`src/logic/epo_params.svh`:
```
`ifndef EPO_PARAMS_SVH
`define EPO_PARAMS_SVH

// Clock and time base
`define EPO_CLK_NS 50
`define EPO_TICK_NS 1000000
`define EPO_TICK_CYC (`EPO_TICK_NS / `EPO_CLK_NS)

// Sizes
`define EPO_SLOTS 4
`define EPO_USER_SLOTS 3
`define EPO_CHANS 9
`define EPO_STATUS_IN 16

// Port selection codes
`define EPO_SEL_NONE 4'h0
`define EPO_SEL_CAL_CHAN 4'h7

// Pulse width limits and defaults, in milliseconds
`define EPO_MAX_MS 32'h77359400
`define EPO_PULSER_MIN_MS 32'h00000014
`define EPO_CAL_MIN_MS 32'h0000000a
`define EPO_CAL_MAX_MS 32'h000003e8
`define EPO_CAL_DEF_MS 32'h00000032

// Energy quantum limits and default, in hundredths of a unit
`define EPO_Q_MIN 40'h0000000001
`define EPO_Q_MAX 40'h02540be400
`define EPO_Q_DEF 40'h00000000b4

// Inactive level of an unowned channel
`define EPO_IDLE_LEVEL 1'b0

`endif

```
`src/logic/epo_pkg.sv`:
```
package epo_pkg;

  // Controller function kind
  typedef enum logic [1:0] {
    EPO_KIND_LEVEL = 2'b00,
    EPO_KIND_PULSER = 2'b01,
    EPO_KIND_CALIB = 2'b10
  } epo_kind_e;

  // Output waveform select
  typedef enum logic {
    EPO_WAVE_FULL = 1'b0,
    EPO_WAVE_KYZ = 1'b1
  } epo_wave_e;

  // Integration direction
  typedef enum logic [1:0] {
    EPO_INT_FORWARD = 2'b00,
    EPO_INT_REVERSE = 2'b01,
    EPO_INT_ABSOLUTE = 2'b10,
    EPO_INT_NET = 2'b11
  } epo_int_e;

  // One function slot configuration
  typedef struct packed {
    logic [3:0] port_sel;
    epo_kind_e kind;
    logic invert;
    logic state_change_logging_select;
    epo_wave_e output_waveform_select;
    epo_int_e int_mode;
    logic [31:0] width_ms;
    logic [39:0] energy_per_pulse_quantum;
  } epo_cfg_s;

endpackage : epo_pkg

```
`src/logic/epo_slot_if.sv`:
```
`timescale 1ns/100ps
// Signals between the port router and one function engine
interface epo_slot_if;
  import epo_pkg::*;
  epo_cfg_s cfg; // Slot configuration
  logic level_in; // Boolean source
  logic trigger; // Instantaneous trigger
  logic signed [31:0] power; // Power sample
  logic power_valid; // Sample strobe
  logic ms_tick; // Millisecond enable
  logic drive; // Output level after polarity
  logic log_strobe; // State change event
  modport router (output cfg, output level_in, output trigger, output power,
    output power_valid, output ms_tick, input drive, input log_strobe);
  modport func (input cfg, input level_in, input trigger, input power,
    input power_valid, input ms_tick, output drive, output log_strobe);
endinterface : epo_slot_if

```
`src/logic/epo_func.sv`:
```
`timescale 1ns/100ps
`include "epo_params.svh"
// One controller function: level/pulse, pulse converter or energy integrator
module epo_func (
  // Clock and reset
  input wire logic clk,
  input wire logic reset_n,
  // Router side
  epo_slot_if.func sl
);
  import epo_pkg::*;

  logic pulse_on; // Full pulse running
  logic [31:0] remain; // Milliseconds left in pulse
  logic kyz; // Transition state
  logic level_d; // Previous Boolean input
  logic signed [47:0] acc; // Energy accumulator

  wire is_level = sl.cfg.kind == EPO_KIND_LEVEL;
  wire is_pulser = sl.cfg.kind == EPO_KIND_PULSER;
  wire is_calib = sl.cfg.kind == EPO_KIND_CALIB;
  wire [31:0] w_raw = sl.cfg.width_ms;
  // Width limits per kind; out-of-range settings are clamped, not rejected
  wire [31:0] w_lo = is_pulser ? `EPO_PULSER_MIN_MS : (is_calib ? `EPO_CAL_MIN_MS : 32'h0);
  wire [31:0] w_hi = is_calib ? `EPO_CAL_MAX_MS : `EPO_MAX_MS;
  wire [31:0] width = (w_raw < w_lo) ? w_lo : ((w_raw > w_hi) ? w_hi : w_raw);
  wire level_cont = is_level && (width == 32'h0);
  wire [39:0] q_raw = sl.cfg.energy_per_pulse_quantum;
  wire [39:0] q_cl = (q_raw < `EPO_Q_MIN) ? `EPO_Q_MIN :
    ((q_raw > `EPO_Q_MAX) ? `EPO_Q_MAX : q_raw);
  wire signed [47:0] quantum = {8'h00, q_cl};

  // Power contribution by integration direction
  wire signed [47:0] p_ext = {{16{sl.power[31]}}, sl.power};
  wire p_neg = sl.power[31];
  wire signed [47:0] p_fwd = p_neg ? 48'sh0 : p_ext;
  wire signed [47:0] p_rev = p_neg ? -p_ext : 48'sh0;
  wire signed [47:0] p_abs = p_neg ? -p_ext : p_ext;
  wire signed [47:0] contrib = (sl.cfg.int_mode == EPO_INT_FORWARD) ? p_fwd :
    (sl.cfg.int_mode == EPO_INT_REVERSE) ? p_rev :
    (sl.cfg.int_mode == EPO_INT_ABSOLUTE) ? p_abs : p_ext;
  wire signed [47:0] acc_sum = sl.power_valid ? acc + contrib : acc;
  wire cal_fire = is_calib && (acc_sum >= quantum);
  // Take off one quantum per cycle and carry the rest; a quantum reached during a running full pulse gives no pulse
  wire signed [47:0] next_acc = cal_fire ? acc_sum - quantum : acc_sum;

  // Event per function kind
  wire level_rise = sl.level_in && !level_d;
  wire evt = is_pulser ? sl.trigger : (is_calib ? cal_fire : level_rise);
  wire kyz_mode = !is_level && (sl.cfg.output_waveform_select == EPO_WAVE_KYZ);
  wire start = evt && !kyz_mode && !level_cont && !pulse_on;
  wire pulse_end = pulse_on && sl.ms_tick && (remain == 32'h1);
  wire raw = level_cont ? sl.level_in : (kyz_mode ? kyz : pulse_on);
  wire next_drive = raw ^ sl.cfg.invert;

  // Accumulator, moving while integrating and cleared to zero otherwise
  always_ff @(posedge clk or negedge reset_n)
  begin
    if (!reset_n)
      acc <= 48'sh0;
    else if (is_calib)
      acc <= next_acc;
    else
      acc <= 48'sh0;
  end

  // Pulse timer; an event during a running pulse is dropped
  always_ff @(posedge clk or negedge reset_n)
  begin
    if (!reset_n)
    begin
      pulse_on <= 1'b0;
      remain <= 32'h0;
    end
    else if (start)
    begin
      pulse_on <= 1'b1;
      remain <= width;
    end
    else if (pulse_end)
      pulse_on <= 1'b0;
    else if (pulse_on && sl.ms_tick)
      remain <= remain - 32'h1;
  end

  // Transition toggle and input edge history
  always_ff @(posedge clk or negedge reset_n)
  begin
    if (!reset_n)
    begin
      kyz <= 1'b0;
      level_d <= 1'b0;
    end
    else
    begin
      level_d <= sl.level_in;
      if (evt && kyz_mode)
        kyz <= !kyz;
    end
  end

  // Registered output and state change event
  always_ff @(posedge clk or negedge reset_n)
  begin
    if (!reset_n)
    begin
      sl.drive <= 1'b0;
      sl.log_strobe <= 1'b0;
    end
    else
    begin
      sl.drive <= next_drive;
      sl.log_strobe <= sl.cfg.state_change_logging_select && (next_drive != sl.drive);
    end
  end

endmodule : epo_func

```
`src/logic/epo_router.sv`:
```
`timescale 1ns/100ps
`include "epo_params.svh"
// Behaviour
// - A port has at most one owning function
// - Unassigning or removing a function frees its port
// - Seven outputs plus energy and alarm LEDs
// - Eight status inputs, expansion continues from nine
// - Every output drives a level or a pulse
// - Level function follows input; zero width holds level
// - Polarity inverts or passes the output
// - Optional event on each output state change
// - Pulse converter turns triggers into pulses
// - Full pulse or KYZ toggle per event
// - Integrator emits one event per energy quantum
// - Integrator pulse width 10 ms to 1 s
// - Integrate forward, reverse, absolute or net
// - Channel seven owned by factory energy integrator
// - Alarm LED drivable like any channel
module epo_router #(
  parameter int TICK_CYCLES = `EPO_TICK_CYC
) (
  // Clock and reset
  input wire logic clk,
  input wire logic reset_n,
  // Factory integrator
  input wire logic factory_calibration_integrator_keep,
  input wire logic signed [31:0] total_real_power_source,
  input wire logic total_real_power_valid,
  // User function slots
  input wire epo_pkg::epo_cfg_s [`EPO_USER_SLOTS-1:0] user_cfg,
  input wire logic [`EPO_USER_SLOTS-1:0] user_present,
  input wire logic [`EPO_USER_SLOTS-1:0] user_level_in,
  input wire logic [`EPO_USER_SLOTS-1:0] user_trigger,
  input wire logic signed [`EPO_USER_SLOTS-1:0][31:0] user_power,
  input wire logic [`EPO_USER_SLOTS-1:0] user_power_valid,
  // Status input pins
  input wire logic [`EPO_STATUS_IN-1:0] status_pin,
  // Output channels: bit 0 is channel one
  output logic [`EPO_CHANS-1:0] channel_out,
  // Ownership view
  output logic [`EPO_CHANS-1:0] channel_free,
  output logic [`EPO_SLOTS-1:0] slot_granted,
  // Event log
  output logic [`EPO_SLOTS-1:0] state_change_event,
  // Synchronised status inputs
  output logic [`EPO_STATUS_IN-1:0] status_in
);
  import epo_pkg::*;

  localparam int CW = $clog2(TICK_CYCLES);
  localparam logic [CW-1:0] TICK_LAST = CW'(TICK_CYCLES - 1);

  // Named output channels
  wire relay_channel_one = channel_out[0];
  wire solid_state_channel_one = channel_out[3];
  wire calibration_solid_state_channel = channel_out[6];
  wire energy_pulse_led_channel = channel_out[7];
  wire alarm_led_channel = channel_out[8];

  logic [CW-1:0] tick_cnt; // Millisecond divider
  logic ms_tick; // One-cycle enable each millisecond
  logic [`EPO_STATUS_IN-1:0] status_meta; // First synchroniser stage
  logic [`EPO_CHANS-1:0] owner_valid; // Channel owned
  logic [1:0] owner_slot [`EPO_CHANS]; // Owning slot per channel
  logic [`EPO_SLOTS-1:0] present; // Slot exists
  logic [`EPO_SLOTS-1:0] slot_drive; // Each slot's output level
  logic [`EPO_SLOTS-1:0] slot_log; // Each slot's change event
  logic [3:0] slot_sel [`EPO_SLOTS]; // Port selection per slot
  epo_cfg_s factory_cfg; // Fixed factory integrator settings

  epo_slot_if slot_bus [`EPO_SLOTS] ();

  // Factory integrator on channel seven, pulse mode, absolute power
  assign factory_cfg.port_sel = `EPO_SEL_CAL_CHAN;
  assign factory_cfg.kind = EPO_KIND_CALIB;
  assign factory_cfg.invert = 1'b0;
  assign factory_cfg.state_change_logging_select = 1'b0;
  assign factory_cfg.output_waveform_select = EPO_WAVE_FULL;
  assign factory_cfg.int_mode = EPO_INT_ABSOLUTE;
  assign factory_cfg.width_ms = `EPO_CAL_DEF_MS;
  assign factory_cfg.energy_per_pulse_quantum = `EPO_Q_DEF;

  // Removing the factory slot releases channel seven
  assign present = {user_present, factory_calibration_integrator_keep};

  // Millisecond divider shared by every pulse timer
  always_ff @(posedge clk or negedge reset_n)
  begin
    if (!reset_n)
      tick_cnt <= '0;
    else if (tick_cnt == TICK_LAST)
      tick_cnt <= '0;
    else
      tick_cnt <= tick_cnt + 1'b1;
  end

  // Tick pulse registered to keep it glitch free
  always_ff @(posedge clk or negedge reset_n)
  begin
    if (!reset_n)
      ms_tick <= 1'b0;
    else
      ms_tick <= (tick_cnt == TICK_LAST);
  end

  // Status pins are asynchronous: two stages before use
  always_ff @(posedge clk or negedge reset_n)
  begin
    if (!reset_n)
    begin
      status_meta <= '0;
      status_in <= '0;
    end
    else
    begin
      status_meta <= status_pin;
      status_in <= status_meta;
    end
  end

  // Slot wiring and one engine per slot
  generate
    for (genvar s = 0; s < `EPO_SLOTS; s++)
    begin : g_slot
      if (s == 0)
      begin : g_fac
        assign slot_bus[s].cfg = factory_cfg;
        assign slot_bus[s].level_in = 1'b0;
        assign slot_bus[s].trigger = 1'b0;
        assign slot_bus[s].power = total_real_power_source;
        assign slot_bus[s].power_valid = total_real_power_valid;
      end
      else
      begin : g_usr
        assign slot_bus[s].cfg = user_cfg[s-1];
        assign slot_bus[s].level_in = user_level_in[s-1];
        assign slot_bus[s].trigger = user_trigger[s-1];
        assign slot_bus[s].power = user_power[s-1];
        assign slot_bus[s].power_valid = user_power_valid[s-1];
      end
      assign slot_bus[s].ms_tick = ms_tick;
      assign slot_drive[s] = slot_bus[s].drive;
      assign slot_log[s] = slot_bus[s].log_strobe;
      // An absent slot selects nothing
      assign slot_sel[s] = present[s] ? slot_bus[s].cfg.port_sel : `EPO_SEL_NONE;

      epo_func u_func (
        .clk(clk),
        .reset_n(reset_n),
        .sl(slot_bus[s])
      );

      // Granted only while this slot really owns its selected channel
      wire sel_ok = (slot_sel[s] != `EPO_SEL_NONE) && (slot_sel[s] <= 4'(`EPO_CHANS));
      wire [3:0] sel_idx = slot_sel[s] - 4'h1;
      assign slot_granted[s] = sel_ok && owner_valid[sel_idx] &&
        (owner_slot[sel_idx] == 2'(s));
      // Events are only reported for a slot that drives a channel
      assign state_change_event[s] = slot_log[s] && slot_granted[s];
    end
  endgenerate

  // Ownership and output drive per channel
  generate
    for (genvar c = 0; c < `EPO_CHANS; c++)
    begin : g_chan
      logic [`EPO_SLOTS-1:0] claim;
      logic [1:0] first;
      for (genvar s = 0; s < `EPO_SLOTS; s++)
      begin : g_claim
        assign claim[s] = (slot_sel[s] == 4'(c + 1));
      end
      // Lowest numbered claimant wins a free channel
      assign first = claim[0] ? 2'd0 : (claim[1] ? 2'd1 : (claim[2] ? 2'd2 : 2'd3));
      // Owner keeps the channel while it still selects it
      wire keep = owner_valid[c] && claim[owner_slot[c]];
      wire next_valid = keep || (|claim);
      wire [1:0] next_owner = keep ? owner_slot[c] : first;

      always_ff @(posedge clk or negedge reset_n)
      begin
        if (!reset_n)
        begin
          owner_valid[c] <= 1'b0;
          owner_slot[c] <= 2'd0;
        end
        else
        begin
          owner_valid[c] <= next_valid;
          owner_slot[c] <= next_owner;
        end
      end

      // Only currently free channels are offered for assignment
      assign channel_free[c] = !owner_valid[c];

      // Owned channels follow their owner, free ones sit idle
      always_ff @(posedge clk or negedge reset_n)
      begin
        if (!reset_n)
          channel_out[c] <= `EPO_IDLE_LEVEL;
        else if (owner_valid[c])
          channel_out[c] <= slot_drive[owner_slot[c]];
        else
          channel_out[c] <= `EPO_IDLE_LEVEL;
      end
    end
  endgenerate

endmodule : epo_router

```
`config.mk`:
```
export PLATFORM = sky130hd
export DESIGN_NAME = epo_router
export DESIGN_NICKNAME = d
export VERILOG_FILES = /design/src/logic/epo_pkg.sv /design/src/logic/epo_slot_if.sv /design/src/logic/epo_func.sv /design/src/logic/epo_router.sv
export VERILOG_INCLUDE_DIRS = /design/src /design/src/logic
export SDC_FILE = /design/constraint.sdc
export NUM_CORES = 2
export LEC_CHECK = 0
export BUFFER_PORTS_ARGS = -buffer_cell sky130_fd_sc_hd__buf_2
export CAP_MARGIN = 20
export CORE_MARGIN = 3
export CORE_UTILIZATION = 50
export DETAILED_ROUTE_END_ITERATION = 10
export PLACE_DENSITY = 0.69
export REMOVE_ABC_BUFFERS = 1
export SLEW_MARGIN = 30
export SYNTH_ARGS = -nofsm -noshare
export SYNTH_HDL_FRONTEND = slang
export SYNTH_SLANG_ARGS = --single-unit
```
`constraint.sdc`:
```
create_clock -name clk -period 6 [get_ports clk]
set_input_delay 1.8 -clock clk [delete_from_list [all_inputs] [get_ports clk]]
set_output_delay 1.8 -clock clk [all_outputs]
set_load 0.01 [all_outputs]
```
### Word-level counts from Yosys, hierarchy flattened

Cells that the tools add are included.

| storage, ports and cells | value |
|---|---|
| bits of input ports | 409 |
| latch bits | 0 |
| memories | 0 |
| memory bits (writable) | 0 |
| word-level logic and storage cells | 496 |
| register bits | 421 |
| memory bits (read-only) | 0 |
| output and inout bits | 42 |

| operators by class | value |
|---|---|
| shifts and indexed selects | 0 |
| $add $sub $neg | 21 |
| multipliers | 0 |
| eq/ne operators | 63 |
| multiplexer cells | 180 |
| reduce and logical (&&, ||, !) cells | 132 |
| divide/modulo/power cells | 0 |
| bitwise logic cells | 7 |
| order comparisons | 37 |

Operators with widths:

| operator | count |
|---|---|
| two-way mux 48 bit | 27 |
| two-way mux 32 bit | 21 |
| two-way mux 40 bit | 6 |
| adder 48 bit | 4 |
| negation 32 -> 48 bit | 4 |
| two-way mux 31 bit | 6 |
| greater-or-equal comparator 48 x 41 -> 1 bit | 3 |
| subtractor 48 x 41 -> 48 bit | 3 |
| equality test 32 x 1 -> 1 bit (second input constant) | 4 |
| subtractor 32 x 1 -> 32 bit (second input constant) | 4 |
| greater-than comparator 40 x 34 -> 1 bit (second input constant) | 3 |
| < comparator 40 x 1 -> 1 bit (second input constant) | 3 |
| greater-than comparator 32 bit | 3 |
| logical NOT 32 bit | 3 |
| < comparator 32 bit | 3 |
| logical AND 1 bit | 60 |
| two-way mux 1 bit | 60 |
| two-way mux 2 bit | 26 |
| equality test 4 x 3 -> 1 bit (second input constant) | 12 |
| greater-or-equal comparator 48 x 9 -> 1 bit (second input constant) | 1 |
| subtractor 48 x 9 -> 48 bit (second input constant) | 1 |
| binary-select mux 1 bit (select 2 bit) | 18 |
| OR reduction 4 bit | 9 |
| binary-select mux 2 bit (select 4 bit) | 4 |
| 32 further kinds | 152 |

### Longest topological paths before layout

| logic depth | value |
|---|---|
| word-level depth | 16 |
| gate-level depth with buffers | 38 |
| gate-level depth less buffers | 35 |

### By module

From an unflattened synthesis, not the netlist that was laid out.

| second synthesis, totals | value |
|---|---|
| cell total of the unflattened synthesis | 6963 |
| area total of the unflattened synthesis | 54091.9 sq um |

By module, submodules not included:

| module | instances | sequential area each (sq um) | area each (sq um) | cells each |
|---|---|---|---|---|
| epo_func (g_slot[1].u_func ...) | 3 | 2127.0 | 12195.4 | 1596 |
| epo_func (g_slot[0].u_func) | 1 | 2127.0 | 13316.5 | 1780 |
| epo_router | 1 | 2102.0 | 4189.0 | 395 |

### Least setup slack after synthesis

No wires, ideal clock.

| timing | value |
|---|---|
| path type | input to register |
| from | input user_power[32] (netlist bit) |
| to | register g_slot[2].u_func.remain[26] |
| data arrival time | 9.234 ns |
| required time | 5.864 ns |
| stages on the path | 35 |
| setup time | 0.136 ns |
| path buffers | 3 |
| setup slack | -3.370 ns |
| cells stage by stage | inv_1 ha_1 nor3b_1 or4b_1 nor3_2 nor3b_2 nor3b_2 nor3b_2 nand2_1 or4_1 nor2_1 nor3_1 a31oi_1 o2bb2ai_1 ha_1 clkbuf_1 nand2_1 or4b_1 o21ba_2 xnor2_1 mux2_2 ha_1 and4_1 and4_1 nand3_1 nor2_1 nor4_1 o21ai_0 a311o_1 o41a_1 o21a_1 clkbuf_1 clkbuf_1 o211ai_1 o21ai_0 |

| between the ends | value |
|---|---|
| longest elaborated chain between the ends | 16 |
| elaborated cells on any way between the ends | 20 |
| those cells by class | add/sub (2); order compare (1); eq/ne (1); mux (10); reduce/logical (6) |

Ends and longest elaborated chain:

| what | RTL line | text |
|---|---|---|
| start, declared | epo_router.sv:34 | `` input wire logic signed [`EPO_USER_SLOTS-1:0][31:0] user_power, `` |
| negation 32 -> 48 bit | epo_func.sv:37, epo_func.sv:38 |  |
| two-way mux 48 bit | epo_func.sv:38 | `wire signed [47:0] p_abs = p_neg ? -p_ext : p_ext;` |
| two-way mux 48 bit | epo_func.sv:41 | `(sl.cfg.int_mode == EPO_INT_ABSOLUTE) ? p_abs : p_ext;` |
| two-way mux 48 bit | epo_func.sv:40 | `(sl.cfg.int_mode == EPO_INT_REVERSE) ? p_rev :` |
| two-way mux 48 bit (*) | epo_func.sv:39 | `wire signed [47:0] contrib = (sl.cfg.int_mode == EPO_INT_FORWARD) ? p_fwd :` |
| adder 48 bit (*) | epo_func.sv:42 | `wire signed [47:0] acc_sum = sl.power_valid ? acc + contrib : acc;` |
| two-way mux 48 bit (*) | epo_func.sv:42 |  |
| greater-or-equal comparator 48 x 41 -> 1 bit (*) | epo_func.sv:43 | `wire cal_fire = is_calib && (acc_sum >= quantum);` |
| logical AND 1 bit (*) | epo_func.sv:43 |  |
| two-way mux 1 bit (*) (2 in a row) | epo_func.sv:49 | `wire evt = is_pulser ? sl.trigger : (is_calib ? cal_fire : level_rise);` |
| logical AND 1 bit (*) (3 in a row) | epo_func.sv:51 | `wire start = evt && !kyz_mode && !level_cont && !pulse_on;` |
| != test 2 x 1 -> 1 bit (no source line) / nonzero test 2 bit (equally long branches) | - |  |
| AND reduction 2 bit (no source line) | - |  |
| end signal, assigned | epo_func.sv:78 | `remain <= width;` |
| end signal, assigned | epo_func.sv:83 | `remain <= remain - 32'h1;` |
| end, declared | epo_func.sv:14 | `logic [31:0] remain;` |

Mark *: on every way between the ends. The rest lies on a longest branch, timed or not.
A chain may end at the register's enable or synchronous reset.

### Worst setup path after layout

| timing | value |
|---|---|
| from | input user_power[38] (netlist bit) |
| to | register g_slot[2].u_func.remain[16] |

The elaborated chain is that of the path after synthesis.

==> metrics.yaml <==
ant_nets: 0
ys_ff_latch: 421
synth_area_um2: 48100
tns_ns: -728.04
cts_tree: "built"
place_ws_ns: -3.83
maxSlewHeadroom: 0.392
die_x_um: 316
synth_edf_count: 0
reg2reg_slack_ns: -0.49
drt-wirelength-per-cell_um: 20.0
setup.worst_path.start_class: "primary input"
fin_crit_sh: 1.44
maxCapViolCount: 0
switching_share: 0.407
hold_viol: 0
async_flop_share: 1.00
powerDensity_nw_per_um2: 255
ys.flop_type: "dfrtp_1"
finalNonFillerCells: 9763
grt_remaining_overflow: 0
grt_max_degree: 122
peakVddDrop_mv: 0.235
power.share.clock: 0.197
arrival_ns: 9.17
postPlaceCellArea_um2: 63800
final_cell_area_um2: 73600
dr_total_vias: 59800
r2r_end: "g_slot[1].u_func.remain[19]"
drt_iter0_drc: 5771
drv_slew: 0
slowest_delay_ns: 0.57
drcViolationCount: 0
rsz0062_at_grt: "yes"
worstSetupEndpoint: "g_slot[2].u_func.remain[16]"
initial_core_util: 0.506
syn_inst: 6250
cts_root_buf: "clkbuf_16"
hpwl_um: 133000
syn_area_per_cell_um2: 7.70
clock.fmax_ghz: 0.116
timing.rr.start: "g_slot[1].u_func.acc[0]"
seqPwrFrac: 0.188
ios: 451
std_cell_rows: 113
synth_warnings: 0
nFillCells: 6524
r2r_cells: 29
min_period_ns: 8.63
critPathLaunch: "user_power[38]"
p_comb_frac: 0.615
critPathKind: "primary input to flip-flop"
grt_antenna_before_repair: 14
cts_buffers: 53
area_growth_syn_to_layout_pct: 53.0
fp.dieArea_um2: 100000
crit_slowest_cell: "or4b_4"
port_buffers: 449
critPathMaxFanout: 5
worst-endpoint-required_ns: 6.54
grt_pass1_vias: 58100
dp_cells: 9379
grt_pass1_wl_um: 294000
htree_levels: 2
firstDrtPassIters: 9
fin_ws_ns: -2.63
drive_gt1_frac: 0.396
clock_path_buffers: 3
clk_latency_ns: 0.66
cp-end-kind: "flip-flop"
finClkSkew_ns: 0.0269
setup_viol: 325
yosys.cell_types.count: 107
violations: "negative setup slack"
viasPerCell: 6.12
switchingPower_mw: 7.64
cts.sink_count: 421
coreArea_um2: 95200
die-height_um: 316
ys_seq_area_frac: 0.219
worst_slew_pin_slew_ns: 0.912
grt_usage: 0.355
drt_wl_total_um: 195000
p_int_mw: 11.2
path_clk_slew_ns: 0.06
fin_nets: 9258
globalplace.congestion: 0.983
status: "finished, violations left"
leakage_nw: 34.1
min_path_type: "flip-flop to flip-flop"
hold_buffers: 0
## worst min path at each step
stage              startpoint            to  slack [ns]  cells past startpoint
2_1_floorplan  status_meta[0]  status_in[0]        0.33                      0
3_3_place_gp   status_meta[7]  status_in[7]        0.33                      0
3_5_place_dp   status_meta[8]  status_in[8]        0.34                      0
4_1_cts        status_meta[8]  status_in[8]        0.35                      0
5_1_grt        status_meta[8]  status_in[8]        0.36                      0
6_report       status_meta[8]  status_in[8]        0.35                      0
## repair_timing
item	CTS	global route
setup endpoints to repair	325	325
pin swaps	266	256
gates resized for setup	814	428
gates cloned	33	2
setup buffers	187	89
## power groups by stage
stage	logic (mW)	clock network (mW)	registers, mW
after CTS	10.8	3.72	3.51
after global routing	12.4	3.84	3.56
after floorplan	5.17	0	3.45
final	11.6	3.70	3.53
after detailed placement	9.43	0	3.55
after global placement	9.21	0	3.53
## worst max-delay path, delay by kind of cell
family | cells | cell delay (ns)
adder cells (fa/ha/maj) | 2 | 0.56
AO/OA/AOI/OAI | 9 | 1.93
buffers and inverters | 7 | 0.87
XOR/XNOR | 1 | 0.15
AND/OR/NAND/NOR | 15 | 3.64
multiplexers | 1 | 0.20
## Yosys cell counts (73+ instances only)
| master | instances | area (um2) |
|---|---|---|
| xnor2_1 | 306 | 2680 |
| clkbuf_1 | 210 | 788 |
| nand2b_1 | 73 | 457 |
| nand2_1 | 684 | 2570 |
| xor2_1 | 162 | 1420 |
| a211oi_1 | 126 | 946 |
| dfrtp_1 | 421 | 10500 |
| mux2_2 | 127 | 1430 |
| inv_1 | 147 | 552 |
| ha_1 | 402 | 5030 |
| mux2i_1 | 121 | 1210 |
| nor2_1 | 621 | 2330 |
| nand4_1 | 112 | 701 |
| a31oi_1 | 112 | 701 |
| nand3_1 | 170 | 851 |
| a21oi_1 | 417 | 2090 |
| o21ai_0 | 474 | 2370 |
| nor4_1 | 94 | 588 |
| a21o_1 | 133 | 998 |
| nor3_1 | 253 | 1270 |
## stage by stage
step | hold slack (ns) | total power [mW] | util
after floorplan | 0.331 | 8.61 | -
after global placement | 0.331 | 12.7 | 0.670
after detailed placement | 0.336 | 13.0 | 0.670
after CTS | 0.349 | 18.0 | 0.752
after global routing | 0.358 | 19.8 | 0.774
final | 0.348 | 18.8 | 0.774
## flip-flops by register name (all words and copies together) (netlist names)
| signal | flops |
|---|---|
| alarm_led_channel | 1 |
| calibration_solid_state_channel | 1 |
| channel_out | 4 |
| energy_pulse_led_channel | 1 |
| g_slot.u_func.acc | 192 |
| g_slot.u_func.kyz | 3 |
| g_slot.u_func.level_d | 3 |
| g_slot.u_func.pulse_on | 4 |
| g_slot.u_func.remain | 128 |
| g_slot.u_func.sl.drive | 4 |
| g_slot.u_func.sl.log_strobe | 3 |
| ms_tick | 1 |
| owner_slot | 18 |
| owner_valid | 9 |
| relay_channel_one | 1 |
| solid_state_channel_one | 1 |
| status_in | 16 |
| status_meta | 16 |
| tick_cnt | 15 |
## final cells by class
cell class              instances  area (um2)  area share
diodes                         13        32.5    0.000442
clock buffers                  70        1490      0.0202
clock inverters                30         488     0.00663
inverters                     155         592     0.00804
multi-input cells            5433       40600       0.551
flip-flops and latches        421       10500       0.143
well taps                    1265        1580      0.0215
repair buffers               2376       18400       0.249
## layer usage
metal	global-route usage	vias to the layer above	share of wire
li1	-	27600	-
met1	0.439	28300	0.39
met2	0.610	2976	0.47
met3	0.0529	862	0.079
met4	0.163	0	0.056
met5	0	-	0
## layout by cell type, fill, tap and decap left out, types with 62 or more instances in the layout
master,instances
nor3_1,208
dfrtp_1,421
a21oi_2,70
nor4_1,77
buf_2,438
mux2_2,85
nor2_1,501
nand2b_1,70
a21o_1,133
nand3_1,151
o21ai_1,66
nor2b_1,62
xor2_1,158
buf_4,1744
ha_1,357
nand4_1,112
o21ai_0,370
a31oi_1,105
and3_1,65
nand2_1,637
a21oi_1,332
a211oi_2,65
inv_1,138
xnor2_1,294
nor2_4,83
mux2i_1,107
buf_6,104
## cells by family after synthesis
logic type | after synthesis | share of synthesized area
buf+inv | 429 | 0.0353
flops | 421 | 0.219
mux | 262 | 0.0605
xor+xnor | 469 | 0.0856
other cells | 2 | 0.000156
simple gates | 2458 | 0.250
compound gates | 1797 | 0.242
fa+ha+maj | 412 | 0.108
(Power assumes the default switching activity.)
